`config.mk`:
```
export PLATFORM = sky130hd
export DESIGN_NAME = sirq_router
export DESIGN_NICKNAME = d
export VERILOG_FILES = /design/src/sirq_router.v /design/src/sirq_pin_drive.v
export VERILOG_INCLUDE_DIRS = /design/src
export SDC_FILE = /design/constraint.sdc
export NUM_CORES = 1
export LEC_CHECK = 0
export ABC_AREA = 1
export ABC_CLOCK_PERIOD_IN_PS = 1800
export BUFFER_PORTS_ARGS = -buffer_cell sky130_fd_sc_hd__buf_2
export CORE_MARGIN = 2
export CORE_UTILIZATION = 45
export CTS_CLUSTER_DIAMETER = 100
export DETAILED_ROUTE_END_ITERATION = 10
export GPL_TIMING_DRIVEN = 0
export HOLD_SLACK_MARGIN = 0.02
export PLACE_DENSITY = 0.69
export REMOVE_ABC_BUFFERS = 1
export SETUP_SLACK_MARGIN = 0.4
export SYNTH_ARGS = -nofsm -noshare
export SYNTH_HDL_FRONTEND = slang
export SYNTH_HIERARCHICAL = 1
export SYNTH_SLANG_ARGS = --single-unit
```
`constraint.sdc`:
```
create_clock -name i_clk -period 1.8 [get_ports i_clk]
set_clock_uncertainty 0.05 [all_clocks]
set_input_delay 0.36 -clock i_clk [delete_from_list [all_inputs] [get_ports i_clk]]
set_output_delay 0.36 -clock i_clk [all_outputs]
set_load 0.1 [all_outputs]
```
`src/sirq_defines.vh`:
```
`ifndef SIRQ_DEFINES_VH
`define SIRQ_DEFINES_VH
`define SIRQ_ADDR_W          8
`define SIRQ_DATA_W          8
`define SIRQ_NUM_SRC         8
`define SIRQ_ADDR_PIN_CTRL   8'h28
`define SIRQ_ADDR_SRC_EN     8'h29
`define SIRQ_ADDR_PIN_ROUTE  8'h2a
`define SIRQ_RESET_VAL       8'h00
`define SIRQ_CTRL_MASK       8'h33
`define SIRQ_BIT_DRDY        7
`define SIRQ_BIT_FIFO        6
`define SIRQ_BIT_PW          5
`define SIRQ_BIT_TW          4
`define SIRQ_BIT_PTH         3
`define SIRQ_BIT_TTH         2
`define SIRQ_BIT_PCHG        1
`define SIRQ_BIT_TCHG        0
`define SIRQ_BIT_POL1        5
`define SIRQ_BIT_OD1         4
`define SIRQ_BIT_POL2        1
`define SIRQ_BIT_OD2         0
`endif

```
`src/sirq_router.v`:
```
`timescale 1ns/1ps
`include "sirq_defines.vh"
module sirq_router #(
  parameter NUM_SRC = `SIRQ_NUM_SRC
) (
  input  wire                    i_clk,
  input  wire                    i_reset,
  input  wire [NUM_SRC-1:0]      i_event_flags,
  input  wire                    i_reg_wr,
  input  wire                    i_reg_rd,
  input  wire [`SIRQ_ADDR_W-1:0] i_reg_addr,
  input  wire [`SIRQ_DATA_W-1:0] i_reg_wdata,
  output reg  [`SIRQ_DATA_W-1:0] o_reg_rdata,
  output wire                    o_reg_hit,
  output wire                    o_irq_out_primary,
  output wire                    o_irq_out_primary_oe_n,
  output wire                    o_irq_out_secondary,
  output wire                    o_irq_out_secondary_oe_n
);
  ////////////////////////////////////////////////////////////////////////////
  reg  [`SIRQ_DATA_W-1:0] irq_pin_control_reg;
  reg  [`SIRQ_DATA_W-1:0] irq_source_enable_reg;
  reg  [`SIRQ_DATA_W-1:0] irq_pin_route_reg;
  reg  [`SIRQ_DATA_W-1:0] rdata_next;
  wire [NUM_SRC-1:0]      gated_flags;
  wire                    primary_active;
  wire                    secondary_active;
  wire                    sel_ctrl;
  wire                    sel_en;
  wire                    sel_route;

  assign sel_ctrl  = (i_reg_addr == `SIRQ_ADDR_PIN_CTRL);
  assign sel_en    = (i_reg_addr == `SIRQ_ADDR_SRC_EN);
  assign sel_route = (i_reg_addr == `SIRQ_ADDR_PIN_ROUTE);
  assign o_reg_hit = sel_ctrl | sel_en | sel_route;

  ////////////////////////////////////////////////////////////////////////////
  always @(posedge i_clk) begin
    if (i_reset) begin
      irq_pin_control_reg   <= `SIRQ_RESET_VAL;
      irq_source_enable_reg <= `SIRQ_RESET_VAL;
      irq_pin_route_reg     <= `SIRQ_RESET_VAL;
    end else if (i_reg_wr) begin
      // reserved control bits are held at zero so they read back as zero
      if (sel_ctrl)
        irq_pin_control_reg <= i_reg_wdata & `SIRQ_CTRL_MASK;
      if (sel_en)
        irq_source_enable_reg <= i_reg_wdata;
      if (sel_route)
        irq_pin_route_reg <= i_reg_wdata;
    end
  end

  always @* begin
    rdata_next = o_reg_rdata;
    if (i_reg_rd) begin
      if (sel_ctrl)
        rdata_next = irq_pin_control_reg;
      else if (sel_en)
        rdata_next = irq_source_enable_reg;
      else if (sel_route)
        rdata_next = irq_pin_route_reg;
      else
        rdata_next = `SIRQ_RESET_VAL;
    end
  end

  always @(posedge i_clk) begin
    if (i_reset)
      o_reg_rdata <= `SIRQ_RESET_VAL;
    else
      o_reg_rdata <= rdata_next;
  end

  ////////////////////////////////////////////////////////////////////////////
  // bit positions of the flags match the enable bits one to one,
  // so bit 7 data ready, 6 fifo, 5/4 window, 3/2 threshold, 1/0 change
  assign gated_flags = i_event_flags & irq_source_enable_reg[NUM_SRC-1:0];
  assign primary_active   = |(gated_flags & irq_pin_route_reg[NUM_SRC-1:0]);
  assign secondary_active = |(gated_flags & ~irq_pin_route_reg[NUM_SRC-1:0]);
  // the host must still read the source flags; pins carry no source identity

  ////////////////////////////////////////////////////////////////////////////
  sirq_pin_drive u_primary (
    .i_clk        (i_clk),
    .i_reset      (i_reset),
    .i_active     (primary_active),
    .i_polarity   (irq_pin_control_reg[`SIRQ_BIT_POL1]),
    .i_open_drain (irq_pin_control_reg[`SIRQ_BIT_OD1]),
    .o_pin        (o_irq_out_primary),
    .o_pin_oe_n   (o_irq_out_primary_oe_n)
  );

  sirq_pin_drive u_secondary (
    .i_clk        (i_clk),
    .i_reset      (i_reset),
    .i_active     (secondary_active),
    .i_polarity   (irq_pin_control_reg[`SIRQ_BIT_POL2]),
    .i_open_drain (irq_pin_control_reg[`SIRQ_BIT_OD2]),
    .o_pin        (o_irq_out_secondary),
    .o_pin_oe_n   (o_irq_out_secondary_oe_n)
  );
endmodule

```
`src/sirq_pin_drive.v`:
```
`timescale 1ns/1ps
module sirq_pin_drive (
  input  wire i_clk,
  input  wire i_reset,
  input  wire i_active,
  input  wire i_polarity,
  input  wire i_open_drain,
  output reg  o_pin,
  output reg  o_pin_oe_n
);
  reg level;
  reg oe_n;
  always @* begin
    level = i_active ? i_polarity : ~i_polarity;
    // open drain only pulls low; a high level is released to the pull-up
    oe_n = i_open_drain ? level : 1'h0;
  end
  // registered so the pad never sees decode glitches
  always @(posedge i_clk) begin
    if (i_reset) begin
      o_pin      <= 1'h1;
      o_pin_oe_n <= 1'h0;
    end else begin
      o_pin      <= i_open_drain ? 1'h0 : level;
      o_pin_oe_n <= oe_n;
    end
  end
endmodule

```
### After elaboration in Yosys (flattened, before gate mapping)

Index checks and enable logic that the tools add are counted.

| cells by class | value |
|---|---|
| bitwise logic cells | 10 |
| equal/unequal tests | 3 |
| muxes and demuxes | 7 |
| reduce and logical (&&, ||, !) cells | 7 |

Operator list:

| kind | number |
|---|---|
| 8-bit bitwise AND | 3 |
| 8-bit by 6-bit equality test with 1-bit output, second input constant | 3 |
| 8-bit 2-to-1 mux | 3 |
| 8-bit OR reduction | 2 |
| 8-bit inverter | 1 |
| 2-bit AND reduction | 3 |
| 1-bit 2-to-1 mux | 4 |
| 1-bit inverter | 4 |
| 2-bit OR reduction | 2 |
| 1-bit bitwise OR | 2 |

| word-level totals | value |
|---|---|
| bits in registers | 32 |
| word-level logic and storage cells | 35 |
| output and inout port bits | 13 |

### Longest topological paths before layout

| depth | value |
|---|---|
| depth in word-level cells | 5 |
| mapped depth | 9 |
| depth with buffers taken out | 9 |

### Hierarchy

Netlist, hierarchy kept.

By module, submodules not included:

| module | area an instance (µm²) | instances | cells an instance |
|---|---|---|---|
| sirq_router | 1,493.9 | 1 | 206 |
| sirq_pin_drive | 82.6 | 2 | 13 |

### Worst setup path before layout

Ideal clock, no wire load.

| timing | value |
|---|---|
| kind | input to output |
| start point | input i_reg_addr[2] |
| end point | output o_reg_hit |
| arrival time | 1.607 ns |
| stages | 7 |
| slack | -0.217 ns |
| required time | 1.390 ns |
| path through | inv_2 nand2_4 nor2_4 and2_4 buf_12 nor2_1 nand2_1 |

| between the ends | value |
|---|---|
| longest elaborated chain between the ends | 3 |

Ends and longest elaborated chain:

| item | RTL line | text |
|---|---|---|
| start: declaration | sirq_router.v:11 | `` input wire [`SIRQ_ADDR_W-1:0] i_reg_addr, `` |
| 8-bit by 6-bit equality test with 1-bit output (no line) | -- |  |
| 1-bit bitwise OR | sirq_router.v:35 | `assign o_reg_hit = sel_ctrl \| sel_en \| sel_route;` |
| 1-bit bitwise OR (*) | sirq_router.v:35 |  |
| end: declaration | sirq_router.v:14 | `output wire o_reg_hit,` |

Mark *: on every way between the ends. The rest lies on a longest branch, timed or not.

### Final worst setup path

| timing | value |
|---|---|
| start point | input i_reg_addr[4] |
| end point | output o_reg_hit |

The elaborated chain is that of the path after synthesis.

==> out/results.txt <==
Vias in the first global route: 1487
IO Pins: 41
Area Overhead vs Synth: 30.4%
Startpoint Class: input port
Drt pass-1 iters: 6
Fin crit share: 0.883
Vias: 1673
Status: completed
Cells after Synth: 232
Final hold vios: 0
Largest net degree at the start of global routing: 31
Area share of the largest cell type after synthesis: 0.386
Syn_area_per_cell: 7.15 sq um
Critical path type: in2out
CTS root buffer: clkbuf_8
Final Slew Violations: 0
Pleak: 0.933 nW
CP arrival: 1180 ps
Crit path max-delay family: simple AND/OR/NAND/NOR gates
Vias per cell: 5.04
# rows: 22
Gr ovfl total: 0
Worst IR drop on VDD: 0.303 mV
Worst path cell trace: buf_6 -> inv_4 -> nand2_4 -> nor2_8 -> and2_4 -> nor2_4 -> nand2_4 -> buf_12
First-pass GRT wire length: 6730 um
Critical-path top delay cell: and2_4
Unique cell type count in the Yosys netlist: 29
Max Cap Viol: 0
Pre-CTS setup slack: -298 ps
CTS tree: done
CTS sink cnt: 32
Hold_buf cts: 0
Synth Flop Type: dfxtp_1
Cell types occupying the most area after synthesis: dfxtp_1, nand2_1, nand3_1, a21oi_1, inv_1
FFs w/ async S/R, synth: 0
Setup-failing EPs final: 0
Die Area: 4190 sq um
Layout cells sized above 1: 0.285
#FFs+latches synth: 32
CP required: 1390 ps
Number of synthesized flops with an enable pin: 0
Power Density: 652 nW/um^2
Hold Path Class: in2reg
Reg clk slew, reported paths: 70 ps
Clock Path Buffers: 2
DIE WIDTH: 64.7 um
Final instance area: 2160 sq um
RSZ-0062 raised after global routing: yes
Initial antenna violation count: 0
Top cell by count, worst path: nand2_4
Final Util: 0.600
Core area: 3610 sq um
Final HPWL DP: 2670 um
Worst slew pin tran: 528 ps
Crit path buf inv count: 3
Number of diodes: 0
Register area share after synthesis: 0.386
Antenna-violating nets left: 0
Skew-Pair Late Insertion Delay: 290 ps
Critical Path Fanout Max: 6
DP Area: 1840 sq um
Rel. slew slack: 0.648
GRT Resource Usage Total: 0.214
Clock buffer count from CTS: 5
H-Tree Depth: 2
Cell taking the most area after synthesis: dfxtp_1
Port Buffers: 40
Top-count cell post-synth: nand2_1
Final WL: 4190 um
Placer Congestion: 0.818
Setup WS post-layout: 210 ps
Nature of the critical path endpoint: output pin
DRT iter0 DRCs: 92
# DRC: 0
Netlist Area Pre-Place: 1660 sq um
Slowest stage delay, CP: 190 ps
Tmin final: 1590 ps
Initial Util: 0.460
Setup tns final: 0 ps
YS warnings: 6
Post-synth top cells: nand2_1, nand3_1, dfxtp_1
Fmax achieved: 629 MHz
WL/cell: 12.6 um
Nets: 311
Die height: 64.7 um
==> metal layers <==
layer  vias up  global-route usage  share of wire
met5         -                   0              0
met4         0              0.0878          0.026
met3        11              0.0417          0.052
met2        46               0.354           0.48
met1       751               0.271           0.44
li1        865                   -              -
==> per-stage QoR <==
step | cells | hold slack [ps] | total power [mW]
CTS | 326 | 292 | 1.41
detailed placement | 311 | 404 | 0.828
floorplan | 223 | 379 | 0.766
global route | 332 | 325 | 1.47
finish | 332 | 303 | 1.41
global placement | 311 | 400 | 0.828
==> power breakdown <==
part / leakage (nW) / internal [mW] / total (mW) / switching, mW
clock: 0.0455 / 0.312 / 0.573 / 0.262
sequential: 0.258 / 0.709 / 0.709 / 0.000621
combinational: 0.629 / 0.0489 / 0.127 / 0.0783
total: 0.933 / 1.07 / 1.41 / 0.341
==> layout make-up <==
class                   count  area, sq um
multi-input cells         166          891
clock buffers               8         90.1
well taps                  48         60.1
repair buffers             53          375
flip-flops and latches     32          641
inverters                  25          106
fillers                   357         1440
==> worst paths after layout <==
kind                        startpoint                  endpoint  slack, ps  depth (start not counted)
setup / recovery         i_reg_addr[4]                 o_reg_hit        210                          8
hold / removal          i_reg_wdata[6]  irq_source_enable_reg[6]        300                          3
setup reg to reg  irq_pin_route_reg[7]         u_secondary/o_pin        570                          9
hold reg to reg         o_reg_rdata[6]            o_reg_rdata[6]        420                          2
==> placed cells by master (no fill, tap or decap), types with 2 or more instances in the layout <==
cell type	synthesis	layout
nand2_1	58	56
nand3_1	43	43
dfxtp_1	32	32
a21oi_1	27	27
buf_2	1	23
buf_4	0	23
inv_1	20	18
nand2_4	4	7
nor2_1	7	6
clkbuf_8	0	6
buf_6	3	6
nand3b_1	5	5
nor2_4	2	4
o21bai_1	4	4
inv_4	1	3
o21ai_1	3	3
a31oi_1	2	2
o21ai_0	2	2
inv_2	3	2
clkbuf_1	2	2
==> worst reg2reg max path, stage by stage (launching register included) <==
cell and delay [ps]:
dfxtp_1 330, inv_1 70, nand3_1 70, nand2_1 60, nor2_1 140, o2111ai_1 150, inv_1 80, nand2_1 60
nand3_1 80, nand2_1 50
==> cell families after synthesis <==
family	after synthesis	share of synthesized area
flops	32	0.386
buf+inv	34	0.105
compound gates	41	0.137
simple gates	125	0.373
==> repair_timing <==
item | CTS | global route
setup endpoints to repair | 13 | 2
buffers inserted | 7 | 6
resized for setup | 34 | 5
pin swaps | 8 | 8
No activity file was read; power rests on OpenSTA's default activity.
